## config.mk

```make
export PLATFORM = sky130hd
export DESIGN_NAME = load_exchange_block_ops
export DESIGN_NICKNAME = d
export VERILOG_FILES = /design/src/design/ldx_pkg.sv /design/src/design/step16.sv /design/src/design/load_exchange_block_ops.sv
export SDC_FILE = /design/constraint.sdc
export NUM_CORES = 1
export LEC_CHECK = 0
export BUFFER_PORTS_ARGS = -buffer_cell sky130_fd_sc_hd__buf_4
export CAP_MARGIN = 20
export CORE_ASPECT_RATIO = 1.5
export CORE_UTILIZATION = 56
export CTS_BUF_LIST = sky130_fd_sc_hd__clkbuf_8
export DETAILED_ROUTE_END_ITERATION = 8
export PLACE_DENSITY_LB_ADDON = 0.12
export SYNTH_ARGS = -nofsm -noshare
export SYNTH_HDL_FRONTEND = slang
export SYNTH_SLANG_ARGS = --single-unit
```

## constraint.sdc

```tcl
create_clock -name mclk -period 3.1 [get_ports mclk]
set_input_delay 0.31 -clock mclk [delete_from_list [all_inputs] [get_ports mclk]]
set_output_delay 0.31 -clock mclk [all_outputs]
set_load 0.01 [all_outputs]
```

## src/design/ldx_pkg.sv

```systemverilog
package ldx_pkg;
  localparam logic [7:0] OP_PREFIX_EXT = 8'hed;
  localparam logic [7:0] OP_PREFIX_IX  = 8'hdd;
  localparam logic [7:0] OP_PREFIX_IY  = 8'hfd;
  localparam logic [7:0] OP_PUSH_AF    = 8'hf5;
  localparam logic [7:0] OP_SWAP_AF    = 8'h08;
  localparam logic [7:0] OP_SWAP_BANKS = 8'hd9;
  localparam logic [7:0] OP_LD_A_ABS   = 8'h3a;
  localparam logic [7:0] OP_ST_A_ABS   = 8'h32;
  localparam logic [7:0] OP_LD_HL_ABS  = 8'h2a;
  localparam logic [7:0] OP_ST_HL_ABS  = 8'h22;
  localparam logic [7:0] OP_ST_IDX_IMM = 8'h36;
  localparam logic [7:0] OP_COPY_UP    = 8'ha0;
  localparam logic [7:0] OP_COPY_RUP   = 8'hb0;
  localparam logic [7:0] OP_COPY_DN    = 8'ha8;
  localparam logic [7:0] OP_COPY_RDN   = 8'hb8;
  localparam logic [7:0] OP_SRCH_UP    = 8'ha1;
  localparam logic [7:0] OP_SRCH_RUP   = 8'hb1;
  localparam logic [7:0] OP_SRCH_DN    = 8'ha9;
  localparam logic [7:0] OP_SRCH_RDN   = 8'hb9;
  localparam int         MATCH_BIT     = 6;
  localparam logic [15:0] RESET_PC     = 16'h0000;
  localparam logic [15:0] RESET_SP     = 16'hffff;
endpackage

```

## src/design/step16.sv

```systemverilog
`timescale 1ns/1ps
module step16 (
  // value and direction
  input  wire logic [15:0] value,
  input  wire logic        down,
  // result
  output logic      [15:0] stepped
);
  assign stepped = down ? value - 16'h0001 : value + 16'h0001;
endmodule

```

## src/design/load_exchange_block_ops.sv

```systemverilog
`timescale 1ns/1ps
module load_exchange_block_ops
  import ldx_pkg::*;
(
  // clock and reset
  input  wire logic        mclk,
  input  wire logic        resetn,
  // memory bus
  output logic      [15:0] mem_addr,
  output logic             mem_rd,
  output logic             mem_wr,
  output logic      [7:0]  mem_wdata,
  input  wire logic [7:0]  mem_rdata,
  // status
  output logic             opcode_fetch_cycle,
  output logic      [15:0] source_pointer_pair,
  output logic      [15:0] target_pointer_pair,
  output logic      [15:0] byte_count_pair,
  output logic      [15:0] accumulator_flags_pair
);
  typedef enum {S_FETCH, S_FETCH2, S_OPND, S_MEMRD, S_MEMWR, S_PUSH, S_POP,
                S_BLKRD, S_BLKWR} state_t;
  // read data stands during the mem_rd cycle and is taken at its closing edge
  state_t      st, next_st;
  logic [15:0] pc, next_pc, sp, next_sp, ix, next_ix, iy, next_iy;
  logic [15:0] hl, next_hl, de, next_de, bc, next_bc, af, next_af;
  logic [15:0] af_alt, next_af_alt, hl_alt, next_hl_alt;
  logic [15:0] de_alt, next_de_alt, bc_alt, next_bc_alt;
  logic [7:0]  op, next_op, pfx, next_pfx;
  logic [15:0] opnd, next_opnd;
  logic [1:0]  need, next_need, got, next_got;
  logic        hi, next_hi;
  logic [7:0]  blk_byte, next_blk_byte;
  logic [15:0] addr, next_addr;
  logic        rd, next_rd, wr, next_wr;
  logic [7:0]  wdat, next_wdat;
  logic [15:0] hl_step, de_step, bc_dec, sp_dec, sp_inc;
  logic        blk_down;
  logic [7:0]  blk_sel;
  logic [15:0] push_val;

  assign blk_down = op[3];
  step16 u_hl (.value(hl), .down(blk_down), .stepped(hl_step));
  step16 u_de (.value(de), .down(blk_down), .stepped(de_step));
  step16 u_bc (.value(bc), .down(1'b1), .stepped(bc_dec));
  step16 u_sd (.value(sp), .down(1'b1), .stepped(sp_dec));
  step16 u_si (.value(sp), .down(1'b0), .stepped(sp_inc));

  assign blk_sel  = op;
  assign push_val = (op[5:4] == 2'b11) ? af : (op[5:4] == 2'b00) ? bc :
                    (op[5:4] == 2'b01) ? de : (pfx == OP_PREFIX_IX) ? ix :
                    (pfx == OP_PREFIX_IY) ? iy : hl;

  // operand count for the current opcode; displacement counted before data
  function automatic logic [1:0] operands(input logic [7:0] p, input logic [7:0] o);
    logic idx;
    idx = (p == OP_PREFIX_IX) || (p == OP_PREFIX_IY);
    if (p == OP_PREFIX_EXT) begin
      operands = (o[7:6] == 2'b01 && o[2:0] == 3'b011) ? 2'd2 : 2'd0;
    end else if (o == OP_ST_IDX_IMM && idx) begin
      operands = 2'd2;
    end else if (o[7:6] == 2'b00 && o[2:0] == 3'b110) begin
      operands = 2'd1;
    end else if (o[7:6] == 2'b01 && idx && (o[2:0] == 3'b110 || o[5:3] == 3'b110)) begin
      operands = 2'd1;
    end else if (o == OP_LD_A_ABS || o == OP_ST_A_ABS || o == OP_LD_HL_ABS ||
                 o == OP_ST_HL_ABS || (o[7:6] == 2'b00 && o[3:0] == 4'h1)) begin
      operands = 2'd2;
    end else begin
      operands = 2'd0;
    end
  endfunction

  always_comb begin
    next_st = st; next_pc = pc; next_sp = sp; next_ix = ix; next_iy = iy;
    next_hl = hl; next_de = de; next_bc = bc; next_af = af;
    next_af_alt = af_alt; next_hl_alt = hl_alt; next_de_alt = de_alt;
    next_bc_alt = bc_alt; next_op = op; next_pfx = pfx; next_opnd = opnd;
    next_need = need; next_got = got; next_hi = hi; next_blk_byte = blk_byte;
    next_addr = addr; next_rd = 1'b0; next_wr = 1'b0; next_wdat = wdat;
    unique case (st)
      S_FETCH: begin
        if (rd) begin
          next_pc = pc + 16'h0001;
          next_op = mem_rdata;
          if (mem_rdata == OP_PREFIX_EXT || mem_rdata == OP_PREFIX_IX ||
              mem_rdata == OP_PREFIX_IY) begin
            next_pfx = mem_rdata;
            next_st  = S_FETCH2;
            next_rd  = 1'b1;
            next_addr = pc + 16'h0001;
          end else begin
            next_pfx  = 8'h00;
            next_need = operands(8'h00, mem_rdata);
            next_got  = 2'd0;
            next_st   = S_OPND;
          end
        end else begin
          next_rd = 1'b1;
          next_addr = pc;
        end
      end
      S_FETCH2: begin
        if (rd) begin
          next_pc   = pc + 16'h0001;
          next_op   = mem_rdata;
          next_need = operands(pfx, mem_rdata);
          next_got  = 2'd0;
          next_st   = S_OPND;
        end
      end
      S_OPND: begin
        if (rd) begin
          next_pc  = pc + 16'h0001;
          // first byte low, second byte high
          if (got == 2'd0) next_opnd = {8'h00, mem_rdata};
          else next_opnd = {mem_rdata, opnd[7:0]};
          next_got = got + 2'd1;
        end else if (got < need) begin
          next_rd = 1'b1;
          next_addr = pc;
        end else begin
          next_st = S_FETCH;
          if (pfx == OP_PREFIX_EXT && op[7:5] == 3'b101 && op[2:1] == 2'b00) begin
            next_st = S_BLKRD;
            next_rd = 1'b1;
            next_addr = hl;
          end else if (pfx == 8'h00 && op == OP_SWAP_AF) begin
            next_af = af_alt; next_af_alt = af;
          end else if (pfx == 8'h00 && op == OP_SWAP_BANKS) begin
            next_bc = bc_alt; next_bc_alt = bc;
            next_de = de_alt; next_de_alt = de;
            next_hl = hl_alt; next_hl_alt = hl;
          end else if (op[7:6] == 2'b11 && op[3:0] == 4'h5) begin
            next_st = S_PUSH; next_hi = 1'b1;
          end else if (op[7:6] == 2'b11 && op[3:0] == 4'h1) begin
            next_st = S_POP; next_hi = 1'b0;
          end else if (op[7:6] == 2'b00 && op[3:0] == 4'h1 && pfx != OP_PREFIX_EXT) begin
            unique case (op[5:4])
              2'b00: next_bc = opnd;
              2'b01: next_de = opnd;
              2'b10: if (pfx == OP_PREFIX_IX) next_ix = opnd;
                     else if (pfx == OP_PREFIX_IY) next_iy = opnd;
                     else next_hl = opnd;
              2'b11: next_sp = opnd;
            endcase
          end else if (op[7:6] == 2'b00 && op[2:0] == 3'b110 && pfx == 8'h00 &&
                       op[5:3] == 3'b111) begin
            next_af = {opnd[7:0], af[7:0]};
          end else if (op[7:6] == 2'b00 && op[2:0] == 3'b110 && pfx == 8'h00) begin
            unique case (op[5:3])
              3'b000: next_bc = {opnd[7:0], bc[7:0]};
              3'b001: next_bc = {bc[15:8], opnd[7:0]};
              3'b010: next_de = {opnd[7:0], de[7:0]};
              3'b011: next_de = {de[15:8], opnd[7:0]};
              3'b100: next_hl = {opnd[7:0], hl[7:0]};
              3'b101: next_hl = {hl[15:8], opnd[7:0]};
              default: ;
            endcase
          end else if (op == OP_LD_A_ABS && pfx == 8'h00) begin
            next_st = S_MEMRD; next_rd = 1'b1; next_addr = opnd;
          end else if (op == OP_ST_A_ABS && pfx == 8'h00) begin
            next_st = S_MEMWR; next_wr = 1'b1; next_addr = opnd;
            next_wdat = af[15:8];
          end
        end
      end
      S_MEMRD: begin
        if (rd) begin
          next_af = {mem_rdata, af[7:0]};
          next_st = S_FETCH;
        end
      end
      S_MEMWR: next_st = S_FETCH;
      S_PUSH: begin
        // predecrement, high byte first
        next_sp = sp_dec;
        next_addr = sp_dec;
        next_wr = 1'b1;
        next_wdat = hi ? push_val[15:8] : push_val[7:0];
        next_hi = 1'b0;
        if (!hi) next_st = S_MEMWR;
      end
      S_POP: begin
        // read then postincrement, low byte first
        if (rd) begin
          next_sp = sp_inc;
          if (!hi) begin
            next_opnd = {8'h00, mem_rdata};
            next_hi = 1'b1;
          end else begin
            next_st = S_FETCH;
            unique case (op[5:4])
              2'b00: next_bc = {mem_rdata, opnd[7:0]};
              2'b01: next_de = {mem_rdata, opnd[7:0]};
              2'b10: if (pfx == OP_PREFIX_IX) next_ix = {mem_rdata, opnd[7:0]};
                     else if (pfx == OP_PREFIX_IY) next_iy = {mem_rdata, opnd[7:0]};
                     else next_hl = {mem_rdata, opnd[7:0]};
              2'b11: next_af = {mem_rdata, opnd[7:0]};
            endcase
          end
        end else begin
          next_rd = 1'b1;
          next_addr = sp;
        end
      end
      S_BLKRD: begin
        if (rd) begin
          next_blk_byte = mem_rdata;
          next_hl = hl_step;
          next_bc = bc_dec;
          if (blk_sel[0]) begin
            // search: match flag, stop on match or zero
            next_af = {af[15:8], af[7:MATCH_BIT+1], (mem_rdata == af[15:8]),
                       af[MATCH_BIT-1:0]};
            if (blk_sel[4] && bc_dec != 16'h0000 && mem_rdata != af[15:8]) begin
              next_rd = 1'b1;
              next_addr = hl_step;
            end else begin
              next_st = S_FETCH;
            end
          end else begin
            next_st = S_BLKWR;
            next_wr = 1'b1;
            next_addr = de;
            next_wdat = mem_rdata;
          end
        end
      end
      S_BLKWR: begin
        next_de = de_step;
        // byte-wise order keeps any overlap well defined
        if (blk_sel[4] && bc != 16'h0000) begin
          next_st = S_BLKRD;
          next_rd = 1'b1;
          next_addr = hl;
        end else begin
          next_st = S_FETCH;
        end
      end
    endcase
  end

  always_ff @(posedge mclk or negedge resetn) begin
    if (!resetn) begin
      st <= S_FETCH; pc <= RESET_PC; sp <= RESET_SP; ix <= '0; iy <= '0;
      hl <= '0; de <= '0; bc <= '0; af <= '0;
      af_alt <= '0; hl_alt <= '0; de_alt <= '0; bc_alt <= '0;
      op <= '0; pfx <= '0; opnd <= '0; need <= '0; got <= '0; hi <= 1'b0;
      blk_byte <= '0; addr <= '0; rd <= 1'b0; wr <= 1'b0; wdat <= '0;
      opcode_fetch_cycle <= 1'b0;
    end else begin
      st <= next_st; pc <= next_pc; sp <= next_sp; ix <= next_ix; iy <= next_iy;
      hl <= next_hl; de <= next_de; bc <= next_bc; af <= next_af;
      af_alt <= next_af_alt; hl_alt <= next_hl_alt; de_alt <= next_de_alt;
      bc_alt <= next_bc_alt; op <= next_op; pfx <= next_pfx; opnd <= next_opnd;
      need <= next_need; got <= next_got; hi <= next_hi; blk_byte <= next_blk_byte;
      addr <= next_addr; rd <= next_rd; wr <= next_wr; wdat <= next_wdat;
      opcode_fetch_cycle <= next_rd && (next_st == S_FETCH || next_st == S_FETCH2);
    end
  end

  assign mem_addr = addr;
  assign mem_rd = rd;
  assign mem_wr = wr;
  assign mem_wdata = wdat;
  assign source_pointer_pair = hl;
  assign target_pointer_pair = de;
  assign byte_count_pair = bc;
  assign accumulator_flags_pair = af;

  chk_push_high_first: assert property (@(posedge mclk) disable iff (!resetn)
    (st == S_PUSH && hi) |=> (mem_wr && mem_wdata == $past(push_val[15:8])))
    else $error("push did not write high byte first");
  chk_push_predec: assert property (@(posedge mclk) disable iff (!resetn)
    (st == S_PUSH) |=> (mem_addr == $past(sp) - 16'h0001 && sp == mem_addr))
    else $error("stack pointer not predecremented");
  chk_swap_af: assert property (@(posedge mclk) disable iff (!resetn)
    (st == S_OPND && !rd && got >= need && pfx == 8'h00 && op == OP_SWAP_AF)
    |=> (af == $past(af_alt) && af_alt == $past(af)))
    else $error("accumulator pair swap failed");
  chk_swap_banks: assert property (@(posedge mclk) disable iff (!resetn)
    (st == S_OPND && !rd && got >= need && pfx == 8'h00 && op == OP_SWAP_BANKS)
    |=> (hl == $past(hl_alt) && de == $past(de_alt) && bc == $past(bc_alt)))
    else $error("bank swap failed");
  chk_blk_count: assert property (@(posedge mclk) disable iff (!resetn)
    (st == S_BLKRD && rd) |=> (bc == $past(bc) - 16'h0001))
    else $error("byte counter not decremented");
  chk_copy_write: assert property (@(posedge mclk) disable iff (!resetn)
    (st == S_BLKRD && rd && !blk_sel[0]) |=> (mem_wr && mem_addr == de))
    else $error("copy did not write to target");
  chk_repeat_stop: assert property (@(posedge mclk) disable iff (!resetn)
    (st == S_BLKWR && blk_sel[4] && bc == 16'h0000) |=> (st == S_FETCH))
    else $error("repeat copy ran past zero count");
  chk_search_match: assert property (@(posedge mclk) disable iff (!resetn)
    (st == S_BLKRD && rd && blk_sel[0] && mem_rdata == af[15:8])
    |=> (st == S_FETCH && af[MATCH_BIT]))
    else $error("search did not stop on match");
  chk_low_first: assert property (@(posedge mclk) disable iff (!resetn)
    (st == S_OPND && rd && got == 2'd1)
    |=> (opnd == {$past(mem_rdata), $past(opnd[7:0])}))
    else $error("operand bytes not taken low then high");
endmodule

```

==> out/qor.csv, run 1 <==
metric;value;unit
timing.hold.ws;0.108;ns
avgViaCountPerCell;6.74;
grt_max_degree;83;
row_count;81;
p_per_area;1040;mW/mm²
worstPathArrival;3.51;ns
cts_max_level;2;
rsz0062_at_grt;yes;
ff2ff_setup_slack;0.08;ns
relSlewSlack;26.7;%
syn_area;0.0185;mm²
root_buffer;clkbuf_8;
drtIter0Drc;2009;
finalMaxSlewViolations;0;
leakage;9.93;nW
wire_per_inst;26.8;µm
ant_nets;0;
min_period;3.02;ns
ys_seq_elements;288;
intPower;12.0;mW
cp-start-kind;register;
core_area;0.0325;mm²
dr_total_vias;18488;
routed_wirelength;73600;µm
hold_violations;0;
final_cells;2745;
numCtsBuffers;46;
tightest_slew;1.10;ns
drc;0;
power.share.clock;14.4;%
cts_tree;yes;
cpMaxStageDelayCell;or4_1;
async_reset_ff_share;100;%
die_area;0.0337;mm²
start_util;56.8;%
die-width;150;µm
grt_pass1_vias;17928;
setup_viol;0;
fill_cells;2668;
p_sw;11.0;mW
overflow;0;
p_seq_share;26.8;%
path_cells;buf_4 > or4_1 > or2_2 > o2111ai_1 > o31ai_2 > buf_4 > a21oi_2 > buf_12 > mux2_2;
fmax;0.331;GHz
hold_class;primary input to register;
numPortBuffers;100;
endpoint_kind;register;
post_synth_num_cell_types;83;
combPwrFrac;58.8;%
die_y;224;µm
post-route-period-util;97.5;%
seq_area_frac_synth;39.1;%
drive_gt1_share;25.9;%
crit_path_frequent_cell;buf_4;
antenna_found_initial;3;
gp_congestion;1.02;
switching_share;47.8;%
slowest_delay;0.69;ns
finish.instance_area;0.0222;mm²
max_cap_viol_count;0;
status;finished clean;
yosysWarnings;0;
peakVddDrop;0.000576;V
num_io_pins;101;
grtUsageTotal;43.8;%
area_delta_synth_final;20.3;%
synthFlopType;dfrtp_1;
cts_sinks;288;
cp.required;3.59;ns
clkTransAtPathRegs;0.07;ns
cts_buffer_depth;3;
cp_max_fo;28;
drt_first_pass_iters;5;
syn_avg_cell_area;8.85;µm²
synth_edf_count;0;
tns;0;ns
fin_nets;2343;
place_inst;2652;
finClkSkew;0.0424;ns
final_core_util;68.3;%
dp.final_hpwl;53000;µm
critical_path_class;register to register;
clk-insertion-delay-late;0.62;ns
synth_nets;2135;
grt_pass1_wl;109000;µm
dpl_cell_area;0.0210;mm²
syn_inst;2087;
worst max-delay path: cells and delay by family, from the launching register on:
kind | cells | cell delay, ns
AND/OR/NAND/NOR | 2 | 1.08
buffers and inverters | 3 | 0.55
AO/OA/AOI/OAI | 3 | 0.52
flip-flops | 1 | 0.39
multiplexers | 1 | 0.35
final timing paths:
kind | startpoint | endpoint | depth (start not counted)
min | mem_rdata[3] | blk_sel[3] | 3
max | byte_count_pair[0] | mem_addr[8] | 9
max in group asynchronous | resetn | hl_alt[5] | 3
max reg2reg | byte_count_pair[0] | mem_addr[8] | 9
min reg2reg | ix[11] | ix[11] | 2
min in group asynchronous | resetn | mem_addr[10] | 2
cell type report:
cell class | count | area (µm²) | share of cell area [%]
tap | 415 | 519 | 2.34
clock buffer | 53 | 729 | 3.29
timing repair buffer | 325 | 2730 | 12.3
antenna | 2 | 5.00 | 0.0225
inverter | 29 | 109 | 0.490
multi-input combinational | 1605 | 10700 | 48.2
sequential | 288 | 7230 | 32.6
clock inverter | 28 | 165 | 0.744
cell usage after synthesis (all sizes together), types with 8 or more instances:
cell / instances / area, µm²
mux2i: 53 / 531
inv: 28 / 105
nor3: 59 / 305
a221oi: 22 / 193
buf: 21 / 90.1
o211ai: 9 / 67.6
nand2: 260 / 976
mux2: 120 / 1350
nand4: 20 / 125
a22o: 14 / 123
o21ai: 187 / 936
or3: 9 / 56.3
a211o: 9 / 78.8
and3: 21 / 131
o31ai: 21 / 158
nor2b: 19 / 119
a31oi: 35 / 219
o21a: 12 / 90.1
dfrtp: 272 / 6810
a22oi: 39 / 293
ha: 36 / 450
nand3: 68 / 340
and2: 29 / 181
nor4: 26 / 169
dfstp: 16 / 420
or4: 18 / 135
nor2: 148 / 556
clkbuf: 144 / 541
a21o: 16 / 120
a21oi: 105 / 529
nand2b: 10 / 62.6
mux4: 8 / 180
a211oi: 39 / 305
xor2: 23 / 201
xnor2: 52 / 455
a311oi: 12 / 105
kinds of logic after synthesis:
| logic type | share of synthesized area (%) |
|---|---|
| xor+xnor | 3.56 |
| mux | 11.2 |
| fa+ha+maj | 2.66 |
| buf+inv | 4.01 |
| simple gates | 18.7 |
| flops | 39.1 |
| compound gates | 20.7 |
layout by cell type (no fill, tap or decap), types with 12 or more instances in the layout:
master and instances:
a221oi_1 22, xor2_1 23, nor2_1 146, a31oi_1 35, o21a_1 12, clkbuf_8 53
ha_1 36, nand3_1 67, a21o_1 16, or4_1 14, dfstp_2 16, mux2i_1 53
nand4_1 20, nor2b_1 19, and2_1 28, buf_4 300, a22oi_1 39, xnor2_1 52
o21ai_0 179, nor3_1 53, a22o_1 14, nand2_1 258, dfrtp_1 270, and3_1 20
inv_1 38, mux2_2 120, nor4_1 17, buf_12 20, a21oi_1 100, o31ai_1 20
a211oi_1 35
power by group through the flow:
stage / logic (mW) / registers, mW / clock network (mW)
CTS: 12.9 / 6.11 / 3.35
global placement: 12.6 / 6.14 / 0
detailed placement: 12.8 / 6.17 / 0
finish: 13.6 / 6.18 / 3.32
global route: 14.4 / 6.22 / 3.49
floorplan: 7.28 / 5.71 / 0
state kept, by name, indices dropped and copies added, names as in the netlist, 16 cells and up:
signal                  cells
sp                         16
byte_count_pair            16
pc                         16
iy                         16
opnd                       16
source_pointer_pair        16
st                         32
mem_addr                   16
accumulator_flags_pair     16
hl_alt                     16
af_alt                     16
ix                         16
bc_alt                     16
de_alt                     16
target_pointer_pair        16
layer usage:
metal  vias to the layer above  wire [µm]  track usage (%)
li1                       8083          -                -
met1                      8920      26500             51.8
met2                      1093      33100             68.0
met3                       392       6810             8.82
met4                         0       7230             37.0
met5                         -          0                0
through the flow:
| stage | worst slack [ns] | power, mW |
|---|---|---|
| finish | 0.0773 | 23.1 |
| global route | -0.0288 | 24.1 |
| CTS | 0.00195 | 22.4 |
| detailed placement | -0.0329 | 19.0 |
| global placement | 0.00914 | 18.8 |
| floorplan | 0.0532 | 13.0 |
timing repair:
action,4_1_cts,5_1_grt
cloned,0,0
setup endpoints to repair,5,57
buffers inserted,0,8
pin swaps,0,9
endpoints found under the hold margin,68,0
hold buffers,1,0
gates resized for setup,4,36
(Power assumes the default switching activity.)
==> run 2, diff against run 1 <==
- PLACE_DENSITY: unset -> 0.77
- PLACE_DENSITY_LB_ADDON: 0.12 -> unset
==> out/qor.csv, run 2 (synthesized netlist as in run 1, its figures left out) <==
metric;value;unit;change
area_delta_synth_final;19.5;%;was 20.3%
p_per_area;1060;mW/mm²;was 1040 mW/mm²
min_period;3.02;ns;about the same
antenna_found_initial;4;;was 3
fmax;0.331;GHz;about the same
ff2ff_setup_slack;0.08;ns;about the same
dr_total_vias;18801;;was 18488
overflow;0;;unchanged
tightest_slew;1.16;ns;was 1.10 ns
drc;0;;unchanged
grtUsageTotal;45.3;%;was 43.8%
clkTransAtPathRegs;0.07;ns;about the same
drt_first_pass_iters;6;;was 5
timing.hold.ws;0.111;ns;was 0.108 ns
cts_setup_buffers;0;;unchanged
cts_tree;yes;;unchanged
finClkSkew;0.0411;ns;was 0.0424 ns
relSlewSlack;22.5;%;was 26.7%
dp.final_hpwl;53200;µm;was 53000 µm
cp.required;3.57;ns;was 3.59 ns
die_area;0.0337;mm²;unchanged
endpoint_kind;register;;unchanged
dpl_cell_area;0.0210;mm²;about the same
gp_congestion;1.03;;was 1.02
largest_register;st;;unchanged
drtIter0Drc;1963;;was 2009
fill_cells;2650;;was 2668
final_cell_mix;286 x buf_4, 270 x dfrtp_1, 259 x nand2_1;;was 300 x buf_4, 270 x dfrtp_1, 258 x nand2_1
min_path_cells;3;;unchanged
worst-r2r-cell-count;10;;was 9
hold_violations;0;;unchanged
die-width;150;µm;unchanged
p_total;23.3;mW;was 23.1 mW
finalMaxSlewViolations;0;;unchanged
leakage;9.82;nW;was 9.93 nW
num_io_pins;101;;unchanged
die_y;224;µm;unchanged
peakVddDrop;0.000629;V;was 0.000576 V
numPortBuffers;100;;unchanged
crit_path_start;byte_count_pair[1];;was byte_count_pair[0]
cts_sinks;288;;unchanged
numCtsBuffers;45;;was 46
setup_viol;0;;unchanged
hold_class;primary input to register;;unchanged
finish.instance_area;0.0221;mm²;was 0.0222 mm²
r2r-start;byte_count_pair[1];;was byte_count_pair[0]
ant_nets;0;;unchanged
routed_wirelength;74700;µm;was 73600 µm
cp_max_fo;28;;unchanged
wire_per_inst;27.4;µm;was 26.8 µm
clk-insertion-delay-late;0.62;ns;about the same
fin_nets;2327;;was 2343
row_count;81;;unchanged
post-place-ws;-0.0202;ns;was -0.0329 ns
cts_max_level;2;;unchanged
grt_pass1_wl;113000;µm;was 109000 µm
largest_reg_flops;32;;unchanged
layout_commonest_cell;buf_4;;unchanged
grt_max_degree;77;;was 83
cp-start-kind;register;;unchanged
root_buffer;clkbuf_8;;unchanged
core_area;0.0325;mm²;unchanged
status;finished clean;;unchanged
cts_buffer_depth;3;;unchanged
critical_path_class;register to register;;unchanged
grt_pass1_vias;18396;;was 17928
max_cap_viol_count;0;;unchanged
rr_endpoint;mem_addr[3];;was mem_addr[8]
drive_gt1_share;25.2;%;was 25.9%
post-route-period-util;97.5;%;about the same
worstPathArrival;3.49;ns;was 3.51 ns
start_util;56.8;%;unchanged
avgViaCountPerCell;6.90;;was 6.74
cp-endpoint;mem_addr[3];;was mem_addr[8]
fin_ws;0.0776;ns;was 0.0773 ns
## run 2: area by class of cell
cell class | count | area [µm²] | area share, %
Sequential cell | 288 | 7230 | 32.8
Tap cell | 415 | 519 | 2.35
Timing Repair Buffer | 310 | 2610 | 11.8
Antenna cell | 1 | 2.50 | 0.0113
Multi-Input combinational cell | 1605 | 10700 | 48.3
Inverter | 29 | 109 | 0.493
Clock buffer | 54 | 743 | 3.37
Clock inverter | 24 | 176 | 0.800
## run 2: report_power, final
group          total, mW  switching [mW]  leakage [nW]  internal (mW)
combinational       13.7            8.15          5.56           5.55
clock               3.38            1.62         0.501           1.76
sequential          6.23            1.50          3.76           4.73
total               23.3            11.3          9.82           12.0
## run 2: worst min-delay path by stage
| stage | start | to |
|---|---|---|
| floorplan | resetn | accumulator_flags_pair[0] |
| detailed placement | resetn | mem_addr[3] |
| global route | mem_rdata[6] | opnd[14] |
| finish | mem_rdata[6] | opnd[6] |
| CTS | mem_rdata[6] | opnd[6] |
| global placement | resetn | mem_addr[10] |
## run 2: through the flow
step | TNS [ns] | instances | util [%]
detailed placement | -0.0349 | 2646 | 64.6
CTS | -0.00466 | 2725 | 67.5
global route | -0.00633 | 2726 | 67.8
global placement | 0 | 2646 | 64.6
finish | 0 | 2726 | 67.8
floorplan | 0 | 2087 | -
## run 2: critical path: stages (launching register included)
cell     delay, ns
dfrtp_1       0.39
inv_2         0.10
ha_1          0.16
or3b_2        0.46
o31a_1        0.27
or4_4         0.52
o31ai_2       0.24
buf_4         0.21
a21oi_2       0.08
buf_12        0.18
mux2_2        0.28
## run 2: timing repair
action                     in CTS  in global routing
pin swaps                       1                  4
setup endpoints to repair       7                 70
hold endpoints to repair       70                  0
hold buffers                    1                  0
resized for setup               2                 28
## run 2: metal layers
metal | track usage (%) | wire, µm | up-vias
li1 | - | - | 8070
met1 | 54.3 | 26200 | 9083
met2 | 68.5 | 33000 | 1214
met3 | 11.3 | 8320 | 430
met4 | 36.8 | 7190 | 4
met5 | 0 | 30 | -
